==> config.mk <==
export PLATFORM = sky130hd
export DESIGN_NAME = virtual_address_segment_mmu
export DESIGN_NICKNAME = d
export VERILOG_FILES = /design/src/mmu_pkg.sv /design/src/virtual_address_segment_mmu.sv
export SDC_FILE = /design/constraint.sdc
export NUM_CORES = 2
export LEC_CHECK = 0
export CAP_MARGIN = 10
export CORE_AREA = 2 2 551 444
export CTS_CLUSTER_SIZE = 28
export DETAILED_ROUTE_END_ITERATION = 12
export DIE_AREA = 0 0 553 446
export DONT_BUFFER_PORTS = 1
export PLACE_DENSITY = 0.57
export SETUP_SLACK_MARGIN = 0.4
export SYNTH_ARGS = -nofsm -noshare
export SYNTH_HDL_FRONTEND = slang
export SYNTH_SLANG_ARGS = --single-unit
==> constraint.sdc <==
create_clock -name clock_in -period 7.3 [get_ports clock_in]
set_input_delay 1.46 -clock clock_in [delete_from_list [all_inputs] [get_ports clock_in]]
set_output_delay 1.46 -clock clock_in [all_outputs]
set_load 0.01 [all_outputs]
==> src/mmu_pkg.sv <==
package mmu_pkg;
  localparam int ADDRESS_SPACE_IDENTIFIER_W = 8;
  localparam int CCA_W = 3;
  localparam int PFN_W = 20;
  localparam int LO_W = 27;
  localparam logic [CCA_W-1:0] CCA_UNCACHED = 3'h2;
  localparam logic [31:0] KERNEL_UNMAPPED_CACHED_SEGMENT_BASE = 32'h8000_0000;
  localparam logic [31:0] KERNEL_UNMAPPED_UNCACHED_SEGMENT_BASE = 32'ha000_0000;
  localparam logic [31:0] DSEG_LO = 32'hff20_0000;
  localparam logic [31:0] DSEG_HI = 32'hff3f_ffff;
  localparam logic [2:0] SEG_K0 = 3'h4;
  localparam logic [2:0] SEG_K1 = 3'h5;
  // Register offsets
  localparam logic [7:0] REG_CTRL = 8'h00;
  localparam logic [7:0] REG_ADDRESS_SPACE_IDENTIFIER = 8'h04;
  localparam logic [7:0] REG_CONFIG = 8'h08;
  localparam logic [7:0] REG_INDEX = 8'h0c;
  localparam logic [7:0] REG_TAG = 8'h10;
  localparam logic [7:0] REG_LO0 = 8'h14;
  localparam logic [7:0] REG_LO1 = 8'h18;
  localparam logic [7:0] REG_TLBWR = 8'h1c;
  localparam logic [7:0] REG_FAULT = 8'h20;
  localparam logic [7:0] REG_BADVA = 8'h24;
  // Field positions
  localparam int CTRL_UM = 0;
  localparam int CTRL_EXL = 1;
  localparam int CTRL_ERL = 2;
  localparam int CTRL_DM = 3;
  localparam int CTRL_DSEG = 4;
  localparam int CFG_K0 = 0;
  localparam int CFG_K23 = 3;
  localparam int CFG_KU = 6;
  localparam int TAG_ADDRESS_SPACE_IDENTIFIER = 0;
  localparam int TAG_G = 8;
  localparam int TAG_VPN2 = 13;
  localparam int LO_CCA = 20;
  localparam int LO_V = 23;
  localparam int LO_D = 24;
  localparam int LO_RI = 25;
  localparam int LO_XI = 26;
  localparam int PAGE_LSB = 12;

  typedef enum logic [1:0] {ACC_FETCH, ACC_LOAD, ACC_STORE} access_t;
  typedef enum logic [1:0] {EXC_NONE, EXC_ADDR, EXC_REFILL, EXC_PROT} exc_t;
  typedef struct packed {logic [31:0] va; access_t kind;} xlate_req_t;
  typedef struct packed {
    logic [31:0] pa; logic [CCA_W-1:0] cca; logic dseg; exc_t exc; access_t kind; logic [31:0] badva;
  } xlate_rsp_t;
  typedef struct packed {
    logic v; logic [19:0] vpn; logic [ADDRESS_SPACE_IDENTIFIER_W-1:0] address_space_identifier; logic g;
    logic [PFN_W-1:0] pfn; logic [CCA_W-1:0] cca; logic ri; logic xi; logic wp;
  } utlb_entry_t;
  typedef struct packed {
    logic [18:0] vpn2; logic [ADDRESS_SPACE_IDENTIFIER_W-1:0] address_space_identifier; logic g; logic [LO_W-1:0] lo0; logic [LO_W-1:0] lo1;
  } joint_translation_buffer_entry_t;
endpackage : mmu_pkg

==> src/virtual_address_segment_mmu.sv <==
// Local design decisions: the placing of the registers and strobed register access.
`timescale 1ns/1ps
// Behaviour
// (RULE1) Translate every address before cache or bus
// (RULE2) Joint buffer 16/32 pairs, two 4-entry micros
// (RULE3) Micro buffer first, joint next, miss faults
// (RULE4) Fetch: joint after micro miss, refill micro
// (RULE5) Data: micro and joint together, refill micro
// (RULE6) Read, execute and write inhibits block access
// (RULE7) Fixed mapping keeps unmapped kernel translation
// (RULE8) Kernel mode on reset and on exception
// (RULE9) User mode: user bit, no levels, no debug
// (RULE10) Kernel mode: no debug, not user condition
// (RULE11) User access with bit 31 set faults
// (RULE12) Exception sets levels; return clears them
// (RULE13) Kernel segments decoded from bits 31:29
// (RULE14) Debug mode overlays switchable debug segment
// (RULE15) Unmapped uncached except cached low kernel segment
// (RULE16) Fixed mapping: two cacheability fields, no protect
// (RULE17) User space address carries space identifier
// (RULE18) User cacheability from matching page entry
// (RULE19) Error level: user space unmapped, uncached
// (RULE20) Unmapped kernel segments subtract their base
// (RULE21) Debug segment spans ff20_0000 to ff3f_ffff
// (RULE22) Faults reported with address and access kind
// (RULE23) Mode and segment decoded same cycle
module virtual_address_segment_mmu
  import mmu_pkg::*;
#(
  parameter int JOINT_TRANSLATION_BUFFER_ENTRIES = 16,
  parameter int MICRO_ENTRIES = 4,
  parameter bit USE_TLB = 1'b1
) (
  input wire logic clock_in,
  input wire logic reset_n_in,
  input wire logic [7:0] reg_addr_in,
  input wire logic [31:0] reg_wdata_in,
  input wire logic reg_write_in,
  input wire logic reg_read_in,
  output logic [31:0] reg_rdata_out,
  input wire logic req_valid_in,
  input wire xlate_req_t req_in,
  output logic req_ready_out,
  output logic rsp_valid_out,
  output xlate_rsp_t rsp_out,
  input wire logic exception_in,
  input wire logic error_exception_in,
  input wire logic exception_return_instr_in,
  input wire logic debug_exception_in,
  input wire logic debug_return_in,
  output logic user_mode_out,
  output logic kernel_mode_out,
  output logic debug_mode_out
);
  localparam int JIW = $clog2(JOINT_TRANSLATION_BUFFER_ENTRIES);
  localparam int MIW = $clog2(MICRO_ENTRIES);
  generate
    if (!(JOINT_TRANSLATION_BUFFER_ENTRIES == 16 || JOINT_TRANSLATION_BUFFER_ENTRIES == 32) || MICRO_ENTRIES != 4) begin : g_bad_cfg
      $error("Unsupported buffer sizes");
    end
  endgenerate
  typedef enum logic {ST_IDLE, ST_FETCH_JOINT_TRANSLATION_BUFFER} state_t;
  function automatic logic micro_match(utlb_entry_t e, logic [31:0] va, logic [ADDRESS_SPACE_IDENTIFIER_W-1:0] address_space_identifier);
    return e.v && e.vpn == va[31:PAGE_LSB] && (e.g || e.address_space_identifier == address_space_identifier);
  endfunction : micro_match
  function automatic utlb_entry_t to_micro(joint_translation_buffer_entry_t j, logic [31:0] va);
    logic [LO_W-1:0] lo;
    utlb_entry_t e;
    lo = va[PAGE_LSB] ? j.lo1 : j.lo0;
    e.v = 1'b1;
    e.vpn = va[31:PAGE_LSB];
    e.address_space_identifier = j.address_space_identifier;
    e.g = j.g;
    e.pfn = lo[PFN_W-1:0];
    e.cca = lo[LO_CCA +: CCA_W];
    e.ri = lo[LO_RI];
    e.xi = lo[LO_XI];
    e.wp = !lo[LO_D];
    return e;
  endfunction : to_micro
  state_t state_q;
  xlate_req_t held_q;
  logic um_q, exl_q, erl_q, dm_q, dseg_en_q;
  logic [ADDRESS_SPACE_IDENTIFIER_W-1:0] address_space_identifier_q;
  logic [8:0] config_q;
  logic [JIW-1:0] index_q;
  logic [31:0] tag_q;
  logic [LO_W-1:0] lo0_q, lo1_q;
  logic [31:0] badva_q;
  exc_t fault_q;
  joint_translation_buffer_entry_t joint_translation_buffer_q [JOINT_TRANSLATION_BUFFER_ENTRIES];
  utlb_entry_t instruction_micro_buffer_q [MICRO_ENTRIES];
  utlb_entry_t data_micro_buffer_q [MICRO_ENTRIES];
  logic [MIW-1:0] ifill_q, dfill_q;
  logic [JOINT_TRANSLATION_BUFFER_ENTRIES-1:0] jmatch;
  xlate_req_t cur;
  xlate_rsp_t rsp_d;
  logic user_c, take, need_joint_translation_buffer, fire, fault_c, fill_i, fill_d, flush;
  logic ihit, dhit, jhit;
  utlb_entry_t ient, dent, jent, use_ent;
  logic wr_tlb;
  assign take = req_valid_in && req_ready_out;
  assign wr_tlb = reg_write_in && reg_addr_in == REG_TLBWR;
  assign flush = wr_tlb || (reg_write_in && reg_addr_in == REG_ADDRESS_SPACE_IDENTIFIER);
  assign cur = (state_q == ST_FETCH_JOINT_TRANSLATION_BUFFER) ? held_q : req_in;
  assign user_c = um_q && !exl_q && !erl_q && !dm_q; // RULE9 RULE23
  // Joint buffer compare, one comparator per pair
  generate
    for (genvar gi = 0; gi < JOINT_TRANSLATION_BUFFER_ENTRIES; gi++) begin : g_jcmp
      assign jmatch[gi] = joint_translation_buffer_q[gi].vpn2 == cur.va[31:13] &&
        (joint_translation_buffer_q[gi].g || joint_translation_buffer_q[gi].address_space_identifier == address_space_identifier_q) && // RULE17
        (cur.va[PAGE_LSB] ? joint_translation_buffer_q[gi].lo1[LO_V] : joint_translation_buffer_q[gi].lo0[LO_V]);
    end
  endgenerate

  always_comb begin
    ihit = 1'b0;
    dhit = 1'b0;
    jhit = 1'b0;
    ient = '0;
    dent = '0;
    jent = '0;
    for (int i = 0; i < MICRO_ENTRIES; i++) begin
      if (!ihit && micro_match(instruction_micro_buffer_q[i], cur.va, address_space_identifier_q)) begin
        ihit = 1'b1;
        ient = instruction_micro_buffer_q[i];
      end
      if (!dhit && micro_match(data_micro_buffer_q[i], cur.va, address_space_identifier_q)) begin
        dhit = 1'b1;
        dent = data_micro_buffer_q[i];
      end
    end
    for (int i = 0; i < JOINT_TRANSLATION_BUFFER_ENTRIES; i++) begin
      if (!jhit && jmatch[i]) begin
        jhit = 1'b1;
        jent = to_micro(joint_translation_buffer_q[i], cur.va);
      end
    end
  end
  // Segment decode and translation of the presented address
  always_comb begin
    rsp_d.pa = cur.va;
    rsp_d.cca = CCA_UNCACHED;
    rsp_d.dseg = 1'b0;
    rsp_d.exc = EXC_NONE;
    rsp_d.kind = cur.kind;
    rsp_d.badva = cur.va;
    need_joint_translation_buffer = 1'b0;
    fill_i = 1'b0;
    fill_d = 1'b0;
    use_ent = '0;
    if (user_c && cur.va[31]) begin
      rsp_d.exc = EXC_ADDR; // RULE11
    end else if (dm_q && dseg_en_q && cur.va >= DSEG_LO && cur.va <= DSEG_HI) begin
      rsp_d.dseg = 1'b1; // RULE14 RULE21
    end else if (!cur.va[31] && erl_q) begin
      rsp_d.pa = cur.va; // RULE19
    end else if (cur.va[31:29] == SEG_K0) begin
      rsp_d.pa = cur.va - KERNEL_UNMAPPED_CACHED_SEGMENT_BASE; // RULE13 RULE20 RULE7
      rsp_d.cca = config_q[CFG_K0 +: CCA_W]; // RULE15
    end else if (cur.va[31:29] == SEG_K1) begin
      rsp_d.pa = cur.va - KERNEL_UNMAPPED_UNCACHED_SEGMENT_BASE; // RULE20 RULE7 RULE15
    end else if (!USE_TLB) begin
      rsp_d.pa = cur.va; // RULE16
      rsp_d.cca = cur.va[31] ? config_q[CFG_K23 +: CCA_W] : config_q[CFG_KU +: CCA_W];
    end else begin
      if (cur.kind == ACC_FETCH) begin
        if (state_q == ST_IDLE) begin
          if (ihit) begin
            use_ent = ient; // RULE3
          end else begin
            need_joint_translation_buffer = 1'b1; // RULE4
          end
        end else if (jhit) begin
          use_ent = jent;
          fill_i = 1'b1; // RULE4
        end else begin
          rsp_d.exc = EXC_REFILL; // RULE4
        end
      end else if (dhit) begin
        use_ent = dent; // RULE5
      end else if (jhit) begin
        use_ent = jent;
        fill_d = 1'b1; // RULE5
      end else begin
        rsp_d.exc = EXC_REFILL; // RULE3 RULE5
      end
      if (!need_joint_translation_buffer && rsp_d.exc == EXC_NONE) begin
        rsp_d.pa = {use_ent.pfn, cur.va[PAGE_LSB-1:0]}; // RULE1
        rsp_d.cca = use_ent.cca; // RULE18
        if ((cur.kind == ACC_FETCH && use_ent.xi) || (cur.kind == ACC_LOAD && use_ent.ri) ||
            (cur.kind == ACC_STORE && use_ent.wp)) begin
          rsp_d.exc = EXC_PROT; // RULE6
        end
      end
    end
  end
  assign fire = (take && !need_joint_translation_buffer) || state_q == ST_FETCH_JOINT_TRANSLATION_BUFFER;
  assign fault_c = fire && rsp_d.exc != EXC_NONE;
  // Request sequencing; a fetch that misses the micro buffer takes a second cycle
  always_ff @(posedge clock_in or negedge reset_n_in) begin
    if (!reset_n_in) begin
      state_q <= ST_IDLE;
      held_q <= '0;
      req_ready_out <= 1'b0;
      rsp_valid_out <= 1'b0;
      rsp_out <= '0;
    end else begin
      rsp_valid_out <= fire;
      if (fire) begin
        rsp_out <= rsp_d; // RULE22
      end
      if (state_q == ST_IDLE && take && need_joint_translation_buffer) begin
        state_q <= ST_FETCH_JOINT_TRANSLATION_BUFFER;
        held_q <= req_in;
        req_ready_out <= 1'b0;
      end else begin
        state_q <= ST_IDLE;
        req_ready_out <= 1'b1;
      end
    end
  end
  // Status bits; hardware events win over a software write in the same cycle
  always_ff @(posedge clock_in or negedge reset_n_in) begin
    if (!reset_n_in) begin
      um_q <= 1'b0;
      exl_q <= 1'b0;
      erl_q <= 1'b1; // RULE8
      dm_q <= 1'b0;
      dseg_en_q <= 1'b1;
    end else begin
      if (reg_write_in && reg_addr_in == REG_CTRL) begin
        um_q <= reg_wdata_in[CTRL_UM];
        exl_q <= reg_wdata_in[CTRL_EXL];
        erl_q <= reg_wdata_in[CTRL_ERL];
        dm_q <= reg_wdata_in[CTRL_DM];
        dseg_en_q <= reg_wdata_in[CTRL_DSEG];
      end
      if (exception_return_instr_in) begin
        if (erl_q) begin
          erl_q <= 1'b0; // RULE12
        end else begin
          exl_q <= 1'b0; // RULE12
        end
      end
      if (exception_in || (fault_c && !dm_q)) begin
        if (error_exception_in) begin
          erl_q <= 1'b1; // RULE8 RULE12
        end else begin
          exl_q <= 1'b1; // RULE8 RULE12
        end
      end
      if (debug_return_in) begin
        dm_q <= 1'b0;
      end
      if (debug_exception_in) begin
        dm_q <= 1'b1; // RULE14
      end
    end
  end

  always_ff @(posedge clock_in or negedge reset_n_in) begin
    if (!reset_n_in) begin
      user_mode_out <= 1'b0;
      kernel_mode_out <= 1'b1;
      debug_mode_out <= 1'b0;
    end else begin
      user_mode_out <= user_c; // RULE9
      kernel_mode_out <= !dm_q && (!um_q || erl_q || exl_q); // RULE10
      debug_mode_out <= dm_q;
    end
  end
  // Software staging registers and fault capture
  always_ff @(posedge clock_in or negedge reset_n_in) begin
    if (!reset_n_in) begin
      address_space_identifier_q <= '0;
      config_q <= {CCA_UNCACHED, CCA_UNCACHED, CCA_UNCACHED};
      index_q <= '0;
      tag_q <= '0;
      lo0_q <= '0;
      lo1_q <= '0;
      badva_q <= '0;
      fault_q <= EXC_NONE;
    end else begin
      if (reg_write_in) begin
        case (reg_addr_in)
          REG_ADDRESS_SPACE_IDENTIFIER: address_space_identifier_q <= reg_wdata_in[ADDRESS_SPACE_IDENTIFIER_W-1:0];
          REG_CONFIG: config_q <= reg_wdata_in[8:0];
          REG_INDEX: index_q <= reg_wdata_in[JIW-1:0];
          REG_TAG: tag_q <= reg_wdata_in;
          REG_LO0: lo0_q <= reg_wdata_in[LO_W-1:0];
          REG_LO1: lo1_q <= reg_wdata_in[LO_W-1:0];
          default: ;
        endcase
      end
      if (fault_c) begin
        badva_q <= rsp_d.badva; // RULE22
        fault_q <= rsp_d.exc;
      end
    end
  end
  // Buffer contents; micro buffers flushed on any joint write or identifier change
  always_ff @(posedge clock_in or negedge reset_n_in) begin
    if (!reset_n_in) begin
      for (int i = 0; i < JOINT_TRANSLATION_BUFFER_ENTRIES; i++) joint_translation_buffer_q[i] <= '0;
      for (int i = 0; i < MICRO_ENTRIES; i++) begin
        instruction_micro_buffer_q[i] <= '0;
        data_micro_buffer_q[i] <= '0;
      end
      ifill_q <= '0;
      dfill_q <= '0;
    end else begin
      if (wr_tlb) begin
        joint_translation_buffer_q[index_q] <= {tag_q[31:TAG_VPN2], tag_q[TAG_ADDRESS_SPACE_IDENTIFIER +: ADDRESS_SPACE_IDENTIFIER_W], tag_q[TAG_G], lo0_q, lo1_q}; // RULE2
      end
      if (flush) begin
        for (int i = 0; i < MICRO_ENTRIES; i++) begin
          instruction_micro_buffer_q[i].v <= 1'b0;
          data_micro_buffer_q[i].v <= 1'b0;
        end
      end else begin
        if (fill_i && fire) begin
          instruction_micro_buffer_q[ifill_q] <= jent; // RULE4
          ifill_q <= ifill_q + 1'b1;
        end
        if (fill_d && fire) begin
          data_micro_buffer_q[dfill_q] <= jent; // RULE5
          dfill_q <= dfill_q + 1'b1;
        end
      end
    end
  end

  always_ff @(posedge clock_in or negedge reset_n_in) begin
    if (!reset_n_in) begin
      reg_rdata_out <= '0;
    end else if (reg_read_in) begin
      case (reg_addr_in)
        REG_CTRL: reg_rdata_out <= {27'h0, dseg_en_q, dm_q, erl_q, exl_q, um_q};
        REG_ADDRESS_SPACE_IDENTIFIER: reg_rdata_out <= {24'h0, address_space_identifier_q};
        REG_CONFIG: reg_rdata_out <= {23'h0, config_q};
        REG_INDEX: reg_rdata_out <= 32'(index_q);
        REG_TAG: reg_rdata_out <= tag_q;
        REG_LO0: reg_rdata_out <= 32'(lo0_q);
        REG_LO1: reg_rdata_out <= 32'(lo1_q);
        REG_FAULT: reg_rdata_out <= 32'(fault_q);
        REG_BADVA: reg_rdata_out <= badva_q;
        default: reg_rdata_out <= '0;
      endcase
    end else begin
      reg_rdata_out <= '0;
    end
  end

  property p_user_mode;
    @(posedge clock_in) disable iff (!reset_n_in)
      user_mode_out |-> $past(um_q && !exl_q && !erl_q && !dm_q) && !kernel_mode_out;
  endproperty
  a_user_mode: assert property (p_user_mode) else $error("User mode wrongly reported"); // RULE9
  property p_kernel_mode;
    @(posedge clock_in) disable iff (!reset_n_in)
      ($past(!dm_q && erl_q)) |-> kernel_mode_out && !user_mode_out;
  endproperty
  a_kernel_mode: assert property (p_kernel_mode) else $error("Kernel mode not reported"); // RULE10
  property p_addr_err;
    @(posedge clock_in) disable iff (!reset_n_in)
      take && user_c && req_in.va[31] |=> rsp_valid_out && rsp_out.exc == EXC_ADDR ##1 exl_q;
  endproperty
  a_addr_err: assert property (p_addr_err) else $error("User high address not faulted"); // RULE11
  property p_kernel_unmapped_uncached_segment;
    @(posedge clock_in) disable iff (!reset_n_in)
      take && !user_c && !erl_q && req_in.va[31:29] == SEG_K1 |=>
        rsp_valid_out && rsp_out.pa == $past(req_in.va) - KERNEL_UNMAPPED_UNCACHED_SEGMENT_BASE && rsp_out.cca == CCA_UNCACHED;
  endproperty
  a_kernel_unmapped_uncached_segment: assert property (p_kernel_unmapped_uncached_segment) else $error("Uncached kernel segment wrong"); // RULE20
  property p_exc_level;
    @(posedge clock_in) disable iff (!reset_n_in)
      exception_in && !error_exception_in |=> exl_q ##1 !user_mode_out;
  endproperty
  a_exc_level: assert property (p_exc_level) else $error("Exception did not enter kernel"); // RULE8
  property p_exception_return_instr;
    @(posedge clock_in) disable iff (!reset_n_in)
      exception_return_instr_in && !exception_in && !fault_c && erl_q && !reg_write_in |=>
        !erl_q && exl_q == $past(exl_q);
  endproperty
  a_exception_return_instr: assert property (p_exception_return_instr) else $error("Return cleared wrong level"); // RULE12
  property p_fetch_joint_translation_buffer;
    @(posedge clock_in) disable iff (!reset_n_in)
      take && need_joint_translation_buffer |=> !rsp_valid_out && !req_ready_out ##1 rsp_valid_out && req_ready_out;
  endproperty
  a_fetch_joint_translation_buffer: assert property (p_fetch_joint_translation_buffer) else $error("Fetch miss timing wrong"); // RULE4
  property p_erl_useg;
    @(posedge clock_in) disable iff (!reset_n_in)
      take && erl_q && !dm_q && !req_in.va[31] |=>
        rsp_out.pa == $past(req_in.va) && rsp_out.cca == CCA_UNCACHED && rsp_out.exc == EXC_NONE;
  endproperty
  a_erl_useg: assert property (p_erl_useg) else $error("Error level user space mapped"); // RULE19
endmodule : virtual_address_segment_mmu

== Word-level counts from Yosys, hierarchy flattened ==
Index checks and enable logic that the tools add are counted.
Storage, ports and cells
  flip-flop bits (word level): 2054
  output and inout port bits: 109
Cells by class
  add/subtract/negate cells: 4
  order comparisons: 8
  equal/unequal tests: 61
  multiplexer cells: 180
  bitwise operators: 5
  reductions and logical operators: 186
Operator list (count)
  $bwmux W1312: 1
  $mux W56: 18
  $mux W26: 18
  $bwmux W224: 2
  $mux W224: 2
  $mux W27: 16
  $demux W82 S4: 1
  $eq A19 B19 Y1: 16
  $pmux W32 S9: 1
  $demux W56 S2: 2
  $eq A8 B8 Y1: 24
  $eq A20 B20 Y1: 8
  $mux W35: 3
  $logic_and A1 B1 Y1: 96
  $mux W32: 3
  $mux W1: 92
  $mux W82: 1
  $sub A32 B32 Y32 const B: 2
  $logic_not A1 Y1: 44
  $mux W36: 1
  $mux W34: 1
  $eq A8 B5 Y1 const B: 4
  $ge A32 B32 Y1 const B: 1
  $le A32 B32 Y1 const B: 1
  other kinds (22): 86

== Longest topological paths before layout ==
  depth in word-level cells: 73
  mapped depth: 22
  gate-level depth less buffers: 15

== Worst setup path after synthesis ==
Ideal clock, no wire load.
  path type: input -> register
  start point: input port req_in[29] (netlist name)
  end point: register rsp_out[54] (netlist name)
  setup time: 132 ps
  data arrival time: 4752 ps
  slack: 2416 ps
  stages on the path: 17
  buffers on the path: 3
  path through: mux2i_4 -> buf_4 -> xnor2_1 -> nor4_1 -> o2111ai_1 -> o22ai_2 -> or3_1 -> nor4_2 -> and2_1 -> buf_2 -> nand3_1 -> a21oi_1 -> a221oi_1 -> o31a_1 -> buf_2 -> a2111oi_0 -> nor2_1
On the way
  cells in the longest elaborated chain, start to end: 66
  elaborated cells between the ends (all ways): 211
  those cells by class: order compare (2); eq/ne (24); mux (87); reduce/logical (98)
RTL lines
  start, declared: line virtual_address_segment_mmu.sv:42  | input wire xlate_req_t req_in,
  $mux W34 (*): line virtual_address_segment_mmu.sv:105  | assign cur = (state_q == ST_FETCH_JOINT_TRANSLATION_BUFFER) ? held_q : req_in;
  $eq A19 B19 Y1: line virtual_address_segment_mmu.sv:110  | assign jmatch[gi] = joint_translation_buffer_q[gi].vpn2 == cur.va[31:13] &&
  $logic_and A1 B1 Y1: line virtual_address_segment_mmu.sv:110
  $logic_and A1 B1 Y1: line virtual_address_segment_mmu.sv:111  | (joint_translation_buffer_q[gi].g || joint_translation_buffer_q[gi].address_space_identifier == address_space_ ...
  $mux W1: line virtual_address_segment_mmu.sv:134  | if (!jhit && jmatch[i]) begin
  $logic_not A1 Y1: line virtual_address_segment_mmu.sv:134
  $logic_and A1 B1 Y1: line virtual_address_segment_mmu.sv:134
  $mux W1: line virtual_address_segment_mmu.sv:134
  [... 50 more ...]
  $logic_not A2 Y1: line virtual_address_segment_mmu.sv:188  | if (!need_joint_translation_buffer && rsp_d.exc == EXC_NONE) begin
  $logic_and A1 B1 Y1: line virtual_address_segment_mmu.sv:188
  $mux W35: line virtual_address_segment_mmu.sv:188
  $mux W32: line virtual_address_segment_mmu.sv:161  | end else if (cur.va[31:29] == SEG_K1) begin
  $mux W35: line virtual_address_segment_mmu.sv:158  | end else if (cur.va[31:29] == SEG_K0) begin
  $mux W32: line virtual_address_segment_mmu.sv:156  | end else if (!cur.va[31] && erl_q) begin
  $mux W35: line virtual_address_segment_mmu.sv:154  | end else if (dm_q && dseg_en_q && cur.va >= DSEG_LO && cur.va <= DSEG_HI) begin
  $mux W36: line virtual_address_segment_mmu.sv:152  | if (user_c && cur.va[31]) begin
  end signal, assigned: line virtual_address_segment_mmu.sv:211  | rsp_out <= rsp_d;
  end, declared: line virtual_address_segment_mmu.sv:45  | output xlate_rsp_t rsp_out,
Mark *: on every way between the ends. The rest lies on a longest branch, timed or not. The select of a mux whose other input is x is not followed.
A chain may end at the register's enable or synchronous reset.

== Worst setup path in the final report ==
  start point: register state_q
  end point: register exl_q
On the way
  cells in the longest elaborated chain, start to end: 73
  elaborated cells between the ends (all ways): 278
  those cells by class: order compare (2); eq/ne (28); mux (121); reduce/logical (127)
RTL lines
  start, declared: line virtual_address_segment_mmu.sv:81  | state_t state_q;
  start signal, assigned: line virtual_address_segment_mmu.sv:203  | state_q <= ST_IDLE;
  start signal, assigned: line virtual_address_segment_mmu.sv:214  | state_q <= ST_FETCH_JOINT_TRANSLATION_BUFFER;
  start signal, assigned: line virtual_address_segment_mmu.sv:218  | state_q <= ST_IDLE;
  $mux W34: line virtual_address_segment_mmu.sv:105
  $eq A19 B19 Y1: line virtual_address_segment_mmu.sv:110
  $logic_and A1 B1 Y1: line virtual_address_segment_mmu.sv:110
  $logic_and A1 B1 Y1: line virtual_address_segment_mmu.sv:111
  $mux W1: line virtual_address_segment_mmu.sv:134
  $logic_not A1 Y1: line virtual_address_segment_mmu.sv:134
  $logic_and A1 B1 Y1: line virtual_address_segment_mmu.sv:134
  $mux W1: line virtual_address_segment_mmu.sv:134
  [... 57 more ...]
  $mux W2: line virtual_address_segment_mmu.sv:156
  $mux W2: line virtual_address_segment_mmu.sv:154
  $mux W2: line virtual_address_segment_mmu.sv:152
  $reduce_bool A2 Y1: line virtual_address_segment_mmu.sv:199  | assign fault_c = fire && rsp_d.exc != EXC_NONE;
  $logic_and A1 B1 Y1 (*): line virtual_address_segment_mmu.sv:199
  $logic_and A1 B1 Y1 (*): line virtual_address_segment_mmu.sv:246  | if (exception_in || (fault_c && !dm_q)) begin
  $logic_or A1 B1 Y1 (*): line virtual_address_segment_mmu.sv:246
  $mux W1 (*): line virtual_address_segment_mmu.sv:246
  end signal, assigned: line virtual_address_segment_mmu.sv:234  | exl_q <= reg_wdata_in[CTRL_EXL];
  end, declared: line virtual_address_segment_mmu.sv:83  | logic um_q, exl_q, erl_q, dm_q, dseg_en_q;
Marked as above.

==> impl_metrics.py <==
metrics = {
    "die": {
        "fp-row-count": 162,
        "fp.dieArea_um2": 247000,
        "fp.dieW_um": 553,
        "die_h_um": 446,
        "initial_core_util_pct": 39.7,
        "ios": 193,
        "core_area_um2": 242000,
    },
    "logic_synthesis": {
        "synth_area_um2": 96000,
        "yosys_warnings": 0,
        "synth_compound_area_share_pct": 7.34,
        "synth_xor_area_share_pct": 6.00,
        "yosys.area_share.adder_pct": 0.143,
        "yosys.area.top_type": "dfrtp_1",
        "synth_top_family_by_area": "multiplexers",
        "synth_mux_area_share_pct": 21.1,
        "post-synth-top-area-fraction_pct": 52.8,
        "syn_inst": 8303,
        "ys_seq_area_share_pct": 52.9,
        "synth_ff_type": "dfrtp_1",
        "synth_edf_count": 0,
        "ys_top_cells_by_count": "dfrtp_1, mux2_2, nand2_1",
        "ys_async_sr_fraction_pct": 100,
        "synth.net_count": 8398,
        "yosysMostFrequentCell": "dfrtp_1",
        "synth.distinct_cells": 100,
        "synth_simple_gate_area_share_pct": 9.28,
        "synth_area_leaders": "dfrtp_1, mux2_2, xnor2_1, nand2_1, mux2i_1",
        "synth-seq-cells": 2030,
        "avgSynthCellArea_um2": 11.6,
    },
    "setup_path": {
        "critPathLaunch": "state_q",
        "worst_path_max_delay_cell": "dfrtp_4",
        "endpoint": "exl_q",
        "cp_cell_sequence": "mux2i_4, buf_4, xnor2_1, nor4_1, o2111ai_1, nor2_2, buf_4, nor2_1, a221oi_2, a31oi_1, o22a_1, o41ai_1, buf_4, a311o_2, o31ai_4, buf_12, o21bai_2, o2bb2ai_1",
        "path_common_cell": "buf_4",
        "critPathKind": "reg2reg",
        "critPathLaunchType": "flop",
        "critPathRequiredTime_ns": 8.10,
        "worstPathArrival_ns": 7.48,
        "reg2reg_depth": 18,
        "rr_startpoint": "state_q",
        "cp_max_fo": 65,
        "slowest_delay_ns": 0.95,
        "r2r_setup_slack_ns": 0.61,
        "r2r_end": "exl_q",
        "cp-end-kind": "flop",
    },
    "drt": {
        "routedWlPerCell_um": 28.4,
        "dr.pass1.iters": 8,
        "vias": 67320,
        "postRouteAntennaNets": 0,
        "wl_um": 328000,
        "first_iter_violations": 6506,
        "vias_per_cell": 5.82,
        "drc_errors": 0,
    },
    "timing": {
        "fin_skew_ns": 0.0804,
        "hold_viol": 0,
        "slew_headroom_pct": 10.9,
        "setup_ws_ns": 0.612,
        "tightest_slew_ns": 1.34,
        "setup_viol": 0,
        "rsz0062_at_grt": "false",
        "tns_ns": 0,
        "max_freq_mhz": 150,
        "final.min_clock_period_ns": 6.69,
        "fin_crit_sh_pct": 91.6,
        "slew_violations": 0,
    },
    "hold_path": {
        "hold_class": "in2async",
    },
    "power_and_ir_drop": {
        "combinationalPowerShare_pct": 6.3,
        "swShare_pct": 25.3,
        "power_density_nw_per_um2": 232,
        "leakage_nw": 49.4,
        "power_frac_seq_pct": 47.9,
        "ir_worst_vdd_mv": 0.188,
        "p_sw_mw": 6.33,
        "total_power_mw": 25.0,
        "power_frac_clock_pct": 45.8,
        "intPower_mw": 18.7,
    },
    "layout": {
        "drive_above_1_share_pct": 28.1,
        "areaGrowthSynthToFinish_pct": 12.2,
        "layoutNonFillerInstCount": 11573,
        "final_nets": 8288,
    },
    "place": {
        "gp_congestion": 0.928,
        "hpwl_um": 217000,
        "numPortBuffers": 0,
        "dpl_worst_slack_ns": 0.462,
        "place_inst": 11170,
    },
    "global_route": {
        "grt_pass1_vias": 66782,
        "grt_overflow_total": 0,
        "grt_max_degree": 277,
        "track_usage_pct": 26.2,
        "grt_pass1_wl_um": 479000,
        "grt_antenna_before_repair": 12,
    },
    "run_status": {
        "outcome": "complete, no violations",
    },
    "clock_tree": {
        "cts_max_level": 4,
        "clock_path_buffers": 4,
        "cts_tree": "yes",
        "cts_root_buf": "clkbuf_16",
        "clock_sinks": 2030,
        "ctsHoldBuffers": 0,
        "numCtsBuffers": 215,
        "clk_pin_slew_worst_paths_ns": 0.06,
        "worstSkewPairLatency_ns": 0.89,
    },
    "flow_run": {
        "cap_viol_max_count": 0,
    },
}
==> cells in the final DEF (no fill, tap or decap), drive strengths merged, types with 14 or more instances in the layout <==
| master | count |
|---|---|
| xor2 | 98 |
| inv | 22 |
| xnor2 | 560 |
| nand3 | 103 |
| and2 | 21 |
| a222oi | 22 |
| mux2 | 1542 |
| a22oi | 75 |
| o221ai | 49 |
| a221oi | 28 |
| and3 | 26 |
| o22ai | 48 |
| o2111ai | 14 |
| o21ai | 315 |
| nor2 | 460 |
| a31oi | 44 |
| or3 | 15 |
| nor4 | 151 |
| a21oi | 324 |
| nor3 | 63 |
| nand2b | 23 |
| clkinv | 46 |
| bufinv | 18 |
| a2111oi | 29 |
| nand4 | 55 |
| clkbuf | 320 |
| dfrtp | 2024 |
| nand2 | 1078 |
| mux2i | 283 |
| buf | 301 |
==> metal layers <==
metal | vias to the layer above | routed length (um) | global-route usage (%)
met5 | - | 41 | 0
met4 | 6 | 9330 | 7.17
met3 | 423 | 26500 | 5.63
met2 | 2493 | 139000 | 38.1
met1 | 35555 | 154000 | 39.0
li1 | 28843 | - | -
==> metrics by stage <==
| stage | utilization (%) | area (um^2) | hold WS (ns) |
|---|---|---|---|
| final | 44.6 | 108000 | 0.307 |
| after global routing | 44.6 | 108000 | 0.263 |
| after CTS | 44.5 | 108000 | 0.240 |
| after detailed placement | 41.5 | 100000 | 0.457 |
| after global placement | 41.5 | 100000 | 0.449 |
| after floorplan | - | 96000 | 0.421 |
==> how the worst min path moves through the flow <==
stage | to | slack [ns] | cells after the start
3_3_place_gp | instruction_micro_buffer_q[176] | 0.45 | 2
6_report | badva_q[29] | 0.31 | 0
4_1_cts | rsp_out[24] | 0.24 | 0
3_5_place_dp | data_micro_buffer_q[18] | 0.46 | 2
5_1_grt | badva_q[28] | 0.26 | 0
2_1_floorplan | kernel_mode_out | 0.42 | 1
==> power by group through the flow <==
stage	sequential, mW	combinational (mW)	clock (mW)
final	12.0	1.58	11.4
after global routing	12.0	1.70	12.0
after global placement	12.2	1.56	0
after floorplan	11.9	0.958	0
after CTS	12.0	1.58	11.6
after detailed placement	12.2	1.58	0
==> registers in the layout, summed over array words and instances (netlist names), 2 cells and up <==
signal                      cells
address_space_identifier_q      8
badva_q                        32
config_q                        9
data_micro_buffer_q           220
dfill_q                         2
fault_q                         2
held_q                         34
ifill_q                         2
index_q                         4
instruction_micro_buffer_q    216
joint_translation_buffer_q   1312
lo0_q                          27
lo1_q                          27
reg_rdata_out                  32
rsp_out                        60
tag_q                          32
==> worst max-delay path: cells and delay by family (launching register included) <==
kind	cells	cell delay (ns)
AND/OR/NAND/NOR	3	0.89
AO/OA/AOI/OAI	9	2.39
flip-flops	1	0.95
XOR/XNOR	1	0.11
buffers and inverters	4	1.18
multiplexers	1	0.81
==> repair_timing <==
action / 4_1_cts / 5_1_grt
setup buffers: 0 / 0
endpoints found under the setup margin: 0 / 9
resized for setup: 0 / 2
==> cell type report <==
cell class,count,area [um^2]
flip-flops and latches,2030,50800
diodes,8,20.0
multi-input cells,5626,42600
clock buffers,320,6370
fillers,22189,134000
inverters,19,73.8
clock inverters,71,893
repair buffers,301,2950
well taps,3198,4000
==> cell families after synthesis <==
kind of cell    after synthesis
mux                        1825
buf+inv                     647
xor+xnor                    658
flops                      2030
compound gates             1087
fa+ha+maj                    11
simple gates               2045
No activity file was read; power rests on OpenSTA's default activity.
